[config.mk]
export PLATFORM = sky130hd
export DESIGN_NAME = msb_bank
export DESIGN_NICKNAME = d
export VERILOG_FILES = /design/src/rtl/msb_pkg.sv /design/src/rtl/msb_byte_regs.sv /design/src/rtl/msb_ring_detect.sv /design/src/rtl/msb_bank.sv
export SDC_FILE = /design/constraint.sdc
export NUM_CORES = 1
export LEC_CHECK = 0
export ABC_AREA = 1
export BUFFER_PORTS_ARGS = -buffer_cell sky130_fd_sc_hd__buf_2
export CAP_MARGIN = 20
export CELL_PAD_IN_SITES_DETAIL_PLACEMENT = 1
export CELL_PAD_IN_SITES_GLOBAL_PLACEMENT = 2
export CORE_AREA = 2 2 274 276
export CTS_CLUSTER_DIAMETER = 120
export DETAILED_ROUTE_END_ITERATION = 6
export DIE_AREA = 0 0 276 278
export PLACE_DENSITY = 0.89
export SKIP_LAST_GASP = 1
export SLEW_MARGIN = 20
export SYNTH_ARGS = -nofsm -noshare
export SYNTH_HDL_FRONTEND = slang
export SYNTH_SLANG_ARGS = --single-unit
export TNS_END_PERCENT = 20
[constraint.sdc]
create_clock -name aclk -period 3.3 [get_ports aclk]
set_input_delay 0.66 -clock aclk [delete_from_list [all_inputs] [get_ports aclk]]
set_output_delay 0.66 -clock aclk [all_outputs]
set_load 0.02 [all_outputs]
[src/rtl/msb_pkg.sv]
// shared constants and types for the modem register bank
package msb_pkg;
	// ==========================================================
	// clock and ring timing
	localparam int CLK_PERIOD_NS = 40;
	localparam int RING_TICK_NS = 1000000;
	localparam int RING_TICK_CYC = RING_TICK_NS / CLK_PERIOD_NS;
	localparam int RING_CNT_W = 9;
	// ==========================================================
	// register bus
	localparam int AXI_AW = 10;
	localparam int IDX_LSB = 2;
	localparam logic [1:0] RESP_OKAY = 2'h0;
	localparam logic [1:0] RESP_SLVERR = 2'h2;
	// ==========================================================
	// window locations and modes
	localparam logic [7:0] IDX_WIN_LO = 8'he5;
	localparam logic [7:0] IDX_WIN_HI = 8'he6;
	localparam logic [7:0] IDX_WIN_MODE = 8'he8;
	localparam logic [7:0] IDX_LINE_REV = 8'hf8;
	localparam logic [7:0] IDX_RING_STAT = 8'hc5;
	localparam logic [7:0] MODE_ADDR = 8'h00;
	localparam logic [7:0] MODE_WORD = 8'h01;
	localparam logic [7:0] MODE_TONE = 8'h02;
	localparam logic [7:0] MODE_RST = 8'h00;
	localparam logic [7:0] WIN_RST = 8'h00;
	localparam int WORD_HI_W = 6;
	// ==========================================================
	// plain byte registers: index and reset value per entry
	localparam int NREG = 34;
	localparam logic [7:0] REG_IDX [NREG] = '{
		8'h07, 8'h0c, 8'h11, 8'h12, 8'h13, 8'h14, 8'h15, 8'h1f,
		8'h33, 8'h36, 8'h38, 8'h3c, 8'h62, 8'h82, 8'hdf, 8'he0,
		8'he1, 8'he2, 8'he3, 8'he4, 8'heb, 8'hf0, 8'hf1, 8'hf2,
		8'hf4, 8'hf5, 8'hf6, 8'hf7, 8'hf9,
		8'hc0, 8'hc1, 8'hc2, 8'hc3, 8'hc4};
	localparam logic [7:0] REG_RST [NREG] = '{
		8'h01, 8'h00, 8'h48, 8'h40, 8'h10, 8'h00, 8'h84, 8'h2d,
		8'h80, 8'h30, 8'h38, 8'h04, 8'h00, 8'h00, 8'h00, 8'h22,
		8'h07, 8'h00, 8'h00, 8'h00, 8'h00, 8'h00, 8'h1c, 8'h00,
		8'h0f, 8'h08, 8'h00, 8'h10, 8'h20,
		8'h10, 8'hc8, 8'h05, 8'h0a, 8'h02};
	localparam int RI_MIN_PERIOD = 29;
	localparam int RI_MAX_PERIOD = 30;
	localparam int RI_MIN_BURST = 31;
	localparam int RI_ON_TIME = 32;
	localparam int RI_REPEAT = 33;
	// ==========================================================
	// carriers
	typedef logic [NREG-1:0][7:0] msb_regs_t;
	typedef struct packed {
		logic dsp_data_available;
		logic tone_detected_flag;
		logic [4:0] tone_code;
	} msb_dsp_status_s;
	typedef struct packed {
		logic [15:0] addr;
		logic addr_load;
		logic [13:0] word;
		logic word_load;
		logic [7:0] tone_control;
		logic [7:0] detector_enables;
	} msb_dsp_cmd_s;
	typedef struct packed {
		logic [7:0] ring_min_period;
		logic [7:0] ring_max_period;
		logic [7:0] ring_min_burst;
		logic [7:0] ring_on_time;
		logic [7:0] ring_repeat_setting;
	} msb_ring_cfg_s;
	typedef enum logic [1:0] {
		RS_IDLE = 2'b00,
		RS_ON = 2'b01,
		RS_OFF = 2'b11
	} msb_ring_state_e;
endpackage

[src/rtl/msb_byte_regs.sv]
// plain read/write byte registers of the bank
`timescale 1ns/1ps
`default_nettype none
module msb_byte_regs (
	// clock and reset
	input wire logic aclk,
	input wire logic aresetn,
	// write side
	input wire logic wr_en,
	input wire logic [7:0] wr_idx,
	input wire logic [7:0] wr_data,
	output logic wr_hit,
	// read side
	input wire logic [7:0] rd_idx,
	output logic rd_hit,
	output logic [7:0] rd_data,
	// register contents
	output msb_pkg::msb_regs_t regs
);
	import msb_pkg::*;
	logic [NREG-1:0] wr_sel;
	logic [NREG-1:0] rd_sel;
	// one byte per entry, loaded when its index is written
	for (genvar i = 0; i < NREG; i++) begin : g_reg
		assign wr_sel[i] = (wr_idx == REG_IDX[i]);
		assign rd_sel[i] = (rd_idx == REG_IDX[i]);
		always_ff @(posedge aclk) begin
			if (!aresetn)
				regs[i] <= REG_RST[i];
			else if (wr_en && wr_sel[i])
				regs[i] <= wr_data;
		end
	end
	assign wr_hit = |wr_sel;
	assign rd_hit = |rd_sel;
	// indices are unique, so an or of the selected bytes is enough
	always_comb begin
		rd_data = 8'h00;
		for (int i = 0; i < NREG; i++)
			rd_data = rd_data | (rd_sel[i] ? regs[i] : 8'h00);
	end
endmodule
`default_nettype wire

[src/rtl/msb_ring_detect.sv]
// ring cadence qualifier
`timescale 1ns/1ps
`default_nettype none
module msb_ring_detect #(
	parameter int TICK_CYCLES = msb_pkg::RING_TICK_CYC
) (
	// clock and reset
	input wire logic aclk,
	input wire logic aresetn,
	// synchronised burst level and settings
	input wire logic ring_burst,
	input wire msb_pkg::msb_ring_cfg_s cfg,
	// qualified ringing
	output logic ringing
);
	import msb_pkg::*;
	msb_ring_state_e state;
	logic [31:0] tick_cnt;
	logic tick;
	logic burst_q;
	logic [RING_CNT_W-1:0] on_t;
	logic [RING_CNT_W-1:0] off_t;
	logic [RING_CNT_W:0] period;
	logic [7:0] good_cnt;
	logic rise;
	logic good;
	assign tick = (tick_cnt == 32'(TICK_CYCLES - 1));
	assign rise = ring_burst && !burst_q;
	assign period = {1'b0, on_t} + {1'b0, off_t};
	// every timing setting must hold for a cadence to count
	assign good = (on_t >= {1'b0, cfg.ring_min_burst}) && // RL7
		(on_t >= {1'b0, cfg.ring_on_time}) &&
		(period >= {2'b00, cfg.ring_min_period}) &&
		(period <= {2'b00, cfg.ring_max_period});
	// millisecond time base
	always_ff @(posedge aclk) begin
		if (!aresetn || tick)
			tick_cnt <= 32'h0;
		else
			tick_cnt <= tick_cnt + 32'h1;
	end
	// cadence state, durations and repeat count
	always_ff @(posedge aclk) begin
		if (!aresetn) begin
			state <= RS_IDLE;
			burst_q <= 1'b0;
			on_t <= '0;
			off_t <= '0;
			good_cnt <= 8'h00;
			ringing <= 1'b0;
		end else begin
			burst_q <= ring_burst;
			case (state)
			RS_IDLE: begin
				if (rise) begin
					state <= RS_ON;
					on_t <= '0;
					off_t <= '0;
				end
			end
			RS_ON: begin
				if (!ring_burst)
					state <= RS_OFF;
				else if (tick && !(&on_t))
					on_t <= on_t + 1'b1;
			end
			RS_OFF: begin
				if (rise) begin
					state <= RS_ON;
					on_t <= '0;
					off_t <= '0;
					good_cnt <= good ? good_cnt + 8'h1 : 8'h00; // RL7
					ringing <= good && (good_cnt + 8'h1 >=
						cfg.ring_repeat_setting); // RL7
				end else if (off_t > {1'b0, cfg.ring_max_period}) begin
					// silence longer than a whole cadence ends ringing
					state <= RS_IDLE;
					good_cnt <= 8'h00;
					ringing <= 1'b0;
				end else if (tick && !(&off_t))
					off_t <= off_t + 1'b1;
			end
			default: state <= RS_IDLE;
			endcase
		end
	end
endmodule
`default_nettype wire

[src/rtl/msb_bank.sv]
// upper register bank with the banked DSP window, on AXI4-Lite
// ==========================================================
// Overview of operation
// RL1 - mode register at e8 selects window meaning
// RL2 - mode 0: e5 write loads address low
// RL3 - mode 0: e6 write loads address high
// RL4 - mode 1: e5 write loads word low
// RL5 - mode 1: e6 write loads word bits 13:8
// RL6 - mode 2: e5 reads status, writes controls
// RL7 - ringing only when all cadence settings met
// RL8 - high byte write passes assembled value on
//
// Decided for this implementation: the AXI4-Lite slave port.
`timescale 1ns/1ps
`default_nettype none
module msb_bank #(
	parameter int TICK_CYCLES = msb_pkg::RING_TICK_CYC
) (
	// clock and reset
	input wire logic aclk,
	input wire logic aresetn,
	// write address channel
	input wire logic s_axi_awvalid,
	output logic s_axi_awready,
	input wire logic [msb_pkg::AXI_AW-1:0] s_axi_awaddr,
	input wire logic [2:0] s_axi_awprot,
	// write data channel
	input wire logic s_axi_wvalid,
	output logic s_axi_wready,
	input wire logic [31:0] s_axi_wdata,
	input wire logic [3:0] s_axi_wstrb,
	// write response channel
	output logic s_axi_bvalid,
	input wire logic s_axi_bready,
	output logic [1:0] s_axi_bresp,
	// read address channel
	input wire logic s_axi_arvalid,
	output logic s_axi_arready,
	input wire logic [msb_pkg::AXI_AW-1:0] s_axi_araddr,
	input wire logic [2:0] s_axi_arprot,
	// read data channel
	output logic s_axi_rvalid,
	input wire logic s_axi_rready,
	output logic [31:0] s_axi_rdata,
	output logic [1:0] s_axi_rresp,
	// pins
	input wire logic ring_burst_pin,
	input wire logic [3:0] line_revision_pin,
	// dsp side
	input wire msb_pkg::msb_dsp_status_s dsp_status,
	output msb_pkg::msb_dsp_cmd_s dsp_cmd,
	// block state
	output logic ringing,
	output msb_pkg::msb_regs_t plain_regs
);
	import msb_pkg::*;

	// ==========================================================
	// declarations
	logic aw_held;
	logic [7:0] aw_idx_q;
	logic w_held;
	logic [7:0] w_data_q;
	logic w_lane_q;
	logic aw_hs;
	logic w_hs;
	logic ar_hs;
	logic do_write;
	logic wr_en;
	logic [7:0] wr_idx;
	logic [7:0] wr_data;
	logic wr_lane;
	logic wr_plain_hit;
	logic wr_mapped;
	logic [7:0] rd_idx;
	logic rd_plain_hit;
	logic [7:0] rd_plain_data;
	logic rd_mapped;
	logic [7:0] rd_byte;
	logic [7:0] win_mode;
	logic [7:0] addr_lo;
	logic [7:0] word_lo;
	logic win_lo_wr;
	logic win_hi_wr;
	logic ring_meta;
	logic ring_sync;
	logic [3:0] rev_meta;
	logic [3:0] rev_sync;
	msb_ring_cfg_s ring_cfg;
	logic [7:0] status_byte;

	// ==========================================================
	// write path: address and data taken in either order
	assign aw_hs = s_axi_awvalid && s_axi_awready;
	assign w_hs = s_axi_wvalid && s_axi_wready;
	// no new write is taken while a response is still pending
	assign s_axi_awready = !aw_held && !s_axi_bvalid;
	assign s_axi_wready = !w_held && !s_axi_bvalid;
	assign wr_idx = aw_held ? aw_idx_q : s_axi_awaddr[IDX_LSB +: 8];
	assign wr_data = w_held ? w_data_q : s_axi_wdata[7:0];
	assign wr_lane = w_held ? w_lane_q : s_axi_wstrb[0];
	assign do_write = (aw_held || aw_hs) && (w_held || w_hs);
	// only byte lane 0 carries register data
	assign wr_en = do_write && wr_lane;
	assign wr_mapped = wr_plain_hit || (wr_idx == IDX_WIN_LO) ||
		(wr_idx == IDX_WIN_HI) || (wr_idx == IDX_WIN_MODE) ||
		(wr_idx == IDX_LINE_REV) || (wr_idx == IDX_RING_STAT);

	// address holding register
	always_ff @(posedge aclk) begin
		if (!aresetn) begin
			aw_held <= 1'b0;
			aw_idx_q <= 8'h00;
		end else if (do_write) begin
			aw_held <= 1'b0;
		end else if (aw_hs) begin
			aw_held <= 1'b1;
			aw_idx_q <= s_axi_awaddr[IDX_LSB +: 8];
		end
	end

	// data holding register
	always_ff @(posedge aclk) begin
		if (!aresetn) begin
			w_held <= 1'b0;
			w_data_q <= 8'h00;
			w_lane_q <= 1'b0;
		end else if (do_write) begin
			w_held <= 1'b0;
		end else if (w_hs) begin
			w_held <= 1'b1;
			w_data_q <= s_axi_wdata[7:0];
			w_lane_q <= s_axi_wstrb[0];
		end
	end

	// write response, one cycle after the write lands
	always_ff @(posedge aclk) begin
		if (!aresetn) begin
			s_axi_bvalid <= 1'b0;
			s_axi_bresp <= RESP_OKAY;
		end else if (do_write) begin
			s_axi_bvalid <= 1'b1;
			s_axi_bresp <= wr_mapped ? RESP_OKAY : RESP_SLVERR;
		end else if (s_axi_bready) begin
			s_axi_bvalid <= 1'b0;
		end
	end

	// ==========================================================
	// read path
	assign s_axi_arready = !s_axi_rvalid;
	assign ar_hs = s_axi_arvalid && s_axi_arready;
	assign rd_idx = s_axi_araddr[IDX_LSB +: 8];
	// flags sit in bits 7 and 6, bit 5 is always clear
	assign status_byte = {dsp_status.dsp_data_available,
		dsp_status.tone_detected_flag, 1'b0, dsp_status.tone_code}; // RL6

	// read multiplexer; write-only window meanings read as zero
	always_comb begin
		rd_mapped = 1'b1;
		rd_byte = 8'h00;
		if (rd_plain_hit)
			rd_byte = rd_plain_data;
		else if (rd_idx == IDX_WIN_MODE)
			rd_byte = win_mode;
		else if (rd_idx == IDX_WIN_LO)
			rd_byte = (win_mode == MODE_TONE) ? status_byte : 8'h00; // RL6
		else if (rd_idx == IDX_WIN_HI)
			rd_byte = 8'h00;
		else if (rd_idx == IDX_LINE_REV)
			rd_byte = {rev_sync, 4'h0};
		else if (rd_idx == IDX_RING_STAT)
			rd_byte = {7'h00, ringing};
		else
			rd_mapped = 1'b0;
	end

	// read data is captured at the address handshake
	always_ff @(posedge aclk) begin
		if (!aresetn) begin
			s_axi_rvalid <= 1'b0;
			s_axi_rdata <= 32'h0;
			s_axi_rresp <= RESP_OKAY;
		end else if (ar_hs) begin
			s_axi_rvalid <= 1'b1;
			s_axi_rdata <= {24'h0, rd_byte};
			s_axi_rresp <= rd_mapped ? RESP_OKAY : RESP_SLVERR;
		end else if (s_axi_rready) begin
			s_axi_rvalid <= 1'b0;
		end
	end

	// ==========================================================
	// plain registers
	msb_byte_regs u_regs (
		.aclk(aclk),
		.aresetn(aresetn),
		.wr_en(wr_en),
		.wr_idx(wr_idx),
		.wr_data(wr_data),
		.wr_hit(wr_plain_hit),
		.rd_idx(rd_idx),
		.rd_hit(rd_plain_hit),
		.rd_data(rd_plain_data),
		.regs(plain_regs)
	);

	// ==========================================================
	// window mode register
	always_ff @(posedge aclk) begin
		if (!aresetn)
			win_mode <= MODE_RST; // RL1
		else if (wr_en && wr_idx == IDX_WIN_MODE)
			win_mode <= wr_data; // RL1
	end

	assign win_lo_wr = wr_en && (wr_idx == IDX_WIN_LO);
	assign win_hi_wr = wr_en && (wr_idx == IDX_WIN_HI);

	// low bytes wait here until the matching high byte arrives
	always_ff @(posedge aclk) begin
		if (!aresetn) begin
			addr_lo <= WIN_RST;
			word_lo <= WIN_RST;
		end else if (win_lo_wr && win_mode == MODE_ADDR) begin
			addr_lo <= wr_data; // RL2
		end else if (win_lo_wr && win_mode == MODE_WORD) begin
			word_lo <= wr_data; // RL4
		end
	end

	// high byte completes the value and strobes it for one cycle
	always_ff @(posedge aclk) begin
		if (!aresetn) begin
			dsp_cmd.addr <= {WIN_RST, WIN_RST};
			dsp_cmd.word <= '0;
			dsp_cmd.addr_load <= 1'b0;
			dsp_cmd.word_load <= 1'b0;
		end else begin
			dsp_cmd.addr_load <= win_hi_wr && win_mode == MODE_ADDR; // RL8
			dsp_cmd.word_load <= win_hi_wr && win_mode == MODE_WORD; // RL8
			if (win_hi_wr && win_mode == MODE_ADDR)
				dsp_cmd.addr <= {wr_data, addr_lo}; // RL3
			if (win_hi_wr && win_mode == MODE_WORD)
				dsp_cmd.word <= {wr_data[WORD_HI_W-1:0], word_lo}; // RL5
		end
	end

	// tone controls and detector enables, mode 2 only
	always_ff @(posedge aclk) begin
		if (!aresetn) begin
			dsp_cmd.tone_control <= WIN_RST;
			dsp_cmd.detector_enables <= WIN_RST;
		end else if (win_mode == MODE_TONE) begin
			if (win_lo_wr)
				dsp_cmd.tone_control <= wr_data; // RL6
			if (win_hi_wr)
				dsp_cmd.detector_enables <= wr_data; // RL6
		end
	end

	// ==========================================================
	// pin synchronisers
	always_ff @(posedge aclk) begin
		if (!aresetn) begin
			ring_meta <= 1'b0;
			ring_sync <= 1'b0;
			rev_meta <= 4'h0;
			rev_sync <= 4'h0;
		end else begin
			ring_meta <= ring_burst_pin;
			ring_sync <= ring_meta;
			rev_meta <= line_revision_pin;
			rev_sync <= rev_meta;
		end
	end

	// ==========================================================
	// ring qualification
	assign ring_cfg.ring_min_period = plain_regs[RI_MIN_PERIOD];
	assign ring_cfg.ring_max_period = plain_regs[RI_MAX_PERIOD];
	assign ring_cfg.ring_min_burst = plain_regs[RI_MIN_BURST];
	assign ring_cfg.ring_on_time = plain_regs[RI_ON_TIME];
	assign ring_cfg.ring_repeat_setting = plain_regs[RI_REPEAT];

	msb_ring_detect #(
		.TICK_CYCLES(TICK_CYCLES)
	) u_ring (
		.aclk(aclk),
		.aresetn(aresetn),
		.ring_burst(ring_sync),
		.cfg(ring_cfg),
		.ringing(ringing)
	);
endmodule
`default_nettype wire

# After elaboration in Yosys (flattened, before gate mapping)

Index checks and enable logic that the tools add are counted.

Flip-flop bits (word level): 449
Bits of input ports: 81
Output and inout port bits: 362
Word-level logic and storage cells: 369

Add/sub/neg operators: 5
Order comparisons: 6
Equal/unequal tests: 91
Multiplexer cells: 74
Bitwise gates (word level): 36
Reductions and logical operators: 93

Operator list:

| kind                    | number |
|---|---|
| $eq A8 B8 Y1 const B    | 52 |
| $mux W8                 | 45 |
| $or A8 B8 Y8            | 33 |
| $eq A8 B5 Y1 const B    | 12 |
| $reduce_or A34 Y1       | 2 |
| $eq A8 B6 Y1 const B    | 8 |
| $logic_and A1 B1 Y1     | 55 |
| $mux W9                 | 6 |
| $pmux W9 S2             | 2 |
| $add A32 B1 Y32 const B | 1 |
| $eq A32 B15 Y1 const B  | 1 |
| $add A9 B1 Y9 const B   | 2 |
| $ge A9 B8 Y1            | 2 |
| $reduce_and A9 Y1       | 2 |
| $eq A8 B3 Y1 const B    | 2 |
| $eq A8 B4 Y1 const B    | 2 |
| $eq A8 B7 Y1 const B    | 2 |
| $mux W1                 | 14 |
| $mux W2                 | 6 |
| $reduce_and A2 Y1       | 6 |
| $add A9 B9 Y10          | 1 |
| $ge A10 B8 Y1           | 1 |
| $le A10 B8 Y1           | 1 |
| $reduce_bool A2 Y1      | 5 |
| other kinds (20)        | 42 |

# Longest topological paths before layout

Depth after elaboration: 36
Depth in mapped cells: 19
Mapped depth without buffers: 19

# Hierarchy

From an unflattened synthesis, not the netlist that was laid out.

Cells, all modules: 3,326
Area, all modules: 22,830.6 sq um

By module, submodules not included:

| module          | instances | cells each | area an instance (sq um) | seq. area each (sq um) |
|---|---|---|---|---|
| msb_byte_regs   | 1         | 1,762      | 12,304.3                 | 5,445.2 |
| msb_bank        | 1         | 794        | 5,396.4                  | 2,262.2 |
| msb_ring_detect | 1         | 770        | 5,129.9                  | 1,241.2 |

# Least setup slack after synthesis

No wires, ideal clock.

Kind: reg2reg
Start point: register u_ring.off_t[0]
End point: register u_ring.good_cnt[0]
Setup time: 0.070 ns
Data arrival time: 2.757 ns
Data required time: 3.230 ns
Slack: 0.472 ns
Stages on the path, launching flop included: 17
Path buffers: 0
Period minus slack after synthesis: 2.828 ns
Path through: dfxtp_1 -> ha_1 -> fa_1 -> a31oi_1 -> xor2_1 -> inv_1 -> ha_1 -> nand2_1 -> nor2_1 -> nand2_1 -> nand3_1 -> nand2_1 -> a21oi_1 -> nand3_1 -> nor2_1 -> nand4_1 -> a21oi_1

Longest elaborated chain between the ends: 6
Elaborated cells on any way between the ends: 10
Classes of those cells: add/sub (1); order compare (3); mux (2); reduce/logical (4)

Ends and longest elaborated chain:

| what                   | RTL line              | source |
|---|---|---|
| from (decl)            | msb_ring_detect.sv:22 | `logic [RING_CNT_W-1:0] off_t;` |
| from (signal assigned) | msb_ring_detect.sv:81 | `off_t <= off_t + 1'b1;` |
| $add A9 B9 Y10         | msb_ring_detect.sv:29 | `assign period = {1'b0, on_t} + {1'b0, off_t};` |
| $ge A10 B8 Y1          | msb_ring_detect.sv:33 | `(period >= {2'b00, cfg.ring_min_period}) &&` |
| $logic_and A1 B1 Y1    | msb_ring_detect.sv:32 | `(on_t >= {1'b0, cfg.ring_on_time}) &&` |
| $logic_and A1 B1 Y1    | msb_ring_detect.sv:33 |  |
| $mux W8                | msb_ring_detect.sv:72 | `good_cnt <= good ? good_cnt + 8'h1 : 8'h00;` |
| $mux W8                | msb_ring_detect.sv:68 | `if (rise) begin` |
| to (signal assigned)   | msb_ring_detect.sv:72 |  |
| to (decl)              | msb_ring_detect.sv:24 | `logic [7:0] good_cnt;` |

Parallel ways exist; a longest one is shown, timed or not.
A chain may end at the register's enable or synchronous reset.

# Worst setup path in the final report

Start point: register u_ring.on_t[0]
End point: register u_ring.good_cnt[2]

Longest elaborated chain between the ends: 6
Elaborated cells on any way between the ends: 10
Classes of those cells: add/sub (1); order compare (4); mux (2); reduce/logical (3)

Ends and longest elaborated chain:

| what                                                 | RTL line                                     | source |
|---|---|---|
| from (decl)                                          | msb_ring_detect.sv:21                        | `logic [RING_CNT_W-1:0] on_t;` |
| from (signal assigned)                               | msb_ring_detect.sv:65                        | `on_t <= on_t + 1'b1;` |
| $add A9 B9 Y10, or another cell as far along         | msb_ring_detect.sv:29                        |  |
| $ge A10 B8 Y1 or $logic_and A1 B1 Y1 (tied branches) | msb_ring_detect.sv:33, msb_ring_detect.sv:31 |  |
| $logic_and A1 B1 Y1                                  | msb_ring_detect.sv:32                        |  |
| $logic_and A1 B1 Y1 *                                | msb_ring_detect.sv:33                        |  |
| $mux W8 *                                            | msb_ring_detect.sv:72                        |  |
| $mux W8 *                                            | msb_ring_detect.sv:68                        |  |

Mark *: on every way between the ends. The rest lies on a longest branch, timed or not.

==> metrics.cfg <==
[status]
run_status = complete, but fails checks
violations = DRC

[worst_setup_path]
required_ns = 3.85
path_cells = ha_1 > fa_1 > a31oi_1 > xor2_1 > inv_1 > ha_1 > nand2_1 > nor2_1 > nand2_1 > nand3_1 > nand2_1 > a21oi_1 > nand3_1 > nor2_1 > buf_4 > nand4_1 > a21oi_2
crit_type = flip-flop to flip-flop
crit_path_top_delay_cell = fa_1
cp.arrival_ns = 3.61
critPathMaxStageDelay_ns = 0.47
worst_setup_path_start_kind = flip-flop
endpoint_kind = flip-flop
crit_top_cell = nand2_1
critical_path.top_delay_family = adder cells
crit_fanout = 9
crit_buf_inv = 2

[power_and_ir_drop]
power.share.combinational_pct = 12.2
p_switching_uw = 3851
p_leak_uw = 0.01186
sw_frac_of_total_pct = 29.65
seqPwrFrac_pct = 42.5
powerDensity_nw_per_um2 = 482.5
intPower_uw = 9137
ir_worst_vdd_mv = 0.3820
p_clk_share_pct = 45.3

[placed_design]
dp_cells = 4496
place_congestion = 0.9549
placed_cell_area_um2 = 25200
portBuffers = 379
place_ws_ns = 0.2468
dp_hpwl_mm = 80.88

[routing]
via_per_inst = 5.116
finalWirelength_mm = 105.1
vias = 23510
drc_errors = 32
ant_nets = 0
dr.pass1.iters = 7
drt-wirelength-per-cell_um = 22.88
drt-initial-drc-count = 1800

[grt]
grt_busiest_layer = met2
grt.total_usage_pct = 26.68
gr-usage-met1_pct = 33.01
grt.overflow.total = 0
grt_max_degree = 78
antenna_found_initial = 12
grt_pass1_vias = 23430
use_met3_pct = 6.153
grt_pass1_wl_mm = 154.6
met2_usage_pct = 43.70

[sta]
slew_headroom_pct = 37.87
hold_ws_ns = 0.2253
hold_viol = 0
fin_crit_sh_pct = 92.75
final_max_slew_viol_count = 0
setup_viol = 0
clock_skew_ns = 0.01075
fin_ws_ns = 0.2392
worst_pin_slew_ns = 0.9285
finalCriticalPeriod_ns = 3.061
fmax_ghz = 0.3267

[yosys]
synth-seq-cells = 447
syn_area_per_cell_um2 = 6.894
synth_top_area_share_pct = 40.68
syn_area_um2 = 22000
synthArstFlopShare_pct = 0
netlist_top_cells_area = dfxtp_1 (41%), nand2_1 (11%), a21oi_1 (8.6%)
synth_sequential_area_ratio_pct = 40.68
synth_edf_count = 0
synth_flop_cell = dfxtp_1
yosysWarningCount = 0
synth_cells = 3191
synth.distinct_cells = 47
yosysTopAreaCell = dfxtp_1

[floorplan]
ioPinCount = 443
die_width_um = 276
start_util_pct = 29.80
core_um2 = 73820
die_h_um = 278
rows = 100
dieArea_um2 = 76730

[clock_network]
clkLatencyLatePin_ns = 0.62
htreeDepth = 2
post-cts-setup-buffers = 0
cts_root_buf = clkbuf_16
clk_pin_slew_worst_paths_ns = 0.06
hold_buffers = 0
clock_sinks = 447
cts_tree = yes
clockBufferDepth = 3
cts_buffers = 53

[flow_run]
maxCapViolCount = 0

[layout]
final_common_cell = nand2_1
layout_common_cells = nand2_1 (622), dfxtp_1 (445), buf_2 (378)
drive_above_1_share_pct = 18.02
final_net_count = 3730
utilization_pct = 36.46
area_delta_synth_final_pct = 22.36
stdcell_count = 4595
stdcell_area_um2 = 26920

[hold_path]
hp-class = input port to flip-flop

sequential cells by signal, summed over array words and instances (netlist names), 2 cells and up:
signal	flops
addr_lo	8
aw_idx_q	8
dsp_cmd	48
rev_meta	4
rev_sync	4
s_axi_rdata	8
u_regs.regs	272
u_ring.good_cnt	8
u_ring.off_t	9
u_ring.on_t	9
u_ring.state	2
u_ring.tick_cnt	32
w_data_q	8
win_mode	8
word_lo	8
synth_stat cells (12+ instances only):
| cell type | count |
|---|---|
| nor2_2 | 17 |
| buf_4 | 32 |
| or2_2 | 12 |
| o21ai_0 | 301 |
| dfxtp_1 | 447 |
| xor2_1 | 19 |
| inv_2 | 23 |
| o21ai_1 | 16 |
| nand3_1 | 221 |
| nand4_1 | 51 |
| inv_1 | 356 |
| nor2_1 | 346 |
| nand2_1 | 624 |
| ha_1 | 66 |
| a21oi_1 | 377 |
| nor3_1 | 47 |
| buf_2 | 32 |
| clkbuf_1 | 89 |
layer usage:
layer  wire (um)  up-vias
li1            -    11190
met1       43510    11350
met2       47840      705
met3        8250      244
met4        5442       16
met5          97        -
power by group through the flow:
stage / Combinational [uW] / Sequential, uW / Clock (uW)
detailed placement: 1570 / 5640 / 0
global placement: 1550 / 5640 / 0
CTS: 1580 / 5520 / 5970
floorplan: 887 / 5640 / 0
finish: 1590 / 5520 / 5880
global route: 1700 / 5530 / 6160
through the flow:
stage	power (uW)	TNS [ns]
after CTS	13060	0
after global routing	13390	-0.02177
after floorplan	6525	0
final	12990	0
after global placement	7186	0
after detailed placement	7206	0
logic make-up after synthesis:
group / synth area share (%)
AND/OR/NAND/NOR: 26.58
AO/OA/AOI/OAI: 17.81
buffers and inverters: 9.993
flip-flops: 40.68
adder cells (fa/ha/maj): 3.845
XOR/XNOR: 1.075
other: 0.01705
path summary, 6_finish.rpt:
check | cells past startpoint | startpoint | slack, ns | endpoint
worst max-delay path | 17 | u_ring.on_t[0]$_SDFFE_PN0P_ | 0.24 | u_ring.good_cnt[2]$_SDFFE_PN0P_
worst min-delay path | 2 | s_axi_bready | 0.23 | s_axi_bvalid$_SDFFE_PN0P_
worst max register to register | 17 | u_ring.on_t[0]$_SDFFE_PN0P_ | 0.24 | u_ring.good_cnt[2]$_SDFFE_PN0P_
worst min register to register | 2 | ring_meta$_SDFF_PN0_ | 0.42 | ring_sync$_SDFF_PN0_
worst register-to-register path: stages, from the launching register on:
cell and delay (ns):
dfxtp_1 0.37, ha_1 0.24, fa_1 0.47, a31oi_1 0.19, xor2_1 0.17, inv_1 0.09
ha_1 0.27, nand2_1 0.07, nor2_1 0.17, nand2_1 0.07, nand3_1 0.07, nand2_1 0.05
a21oi_1 0.12, nand3_1 0.08, nor2_1 0.10, buf_4 0.18, nand4_1 0.12, a21oi_2 0.16
final cells by class:
class	instances	area, um2
Tap cell	969	1212
Fill cell	9438	46900
Inverter	381	1433
Timing Repair Buffer	469	2629
Multi-Input combinational cell	2230	10980
Clock inverter	24	209.0
Clock buffer	72	1498
Sequential cell	447	8951
Antenna cell	3	7.507
repair_timing:
item,4_1_cts,5_1_grt
hold endpoints to repair,0,0
setup endpoints to repair,0,4
resized for setup,0,3
Note: power is estimated with default switching activity, not from simulation.
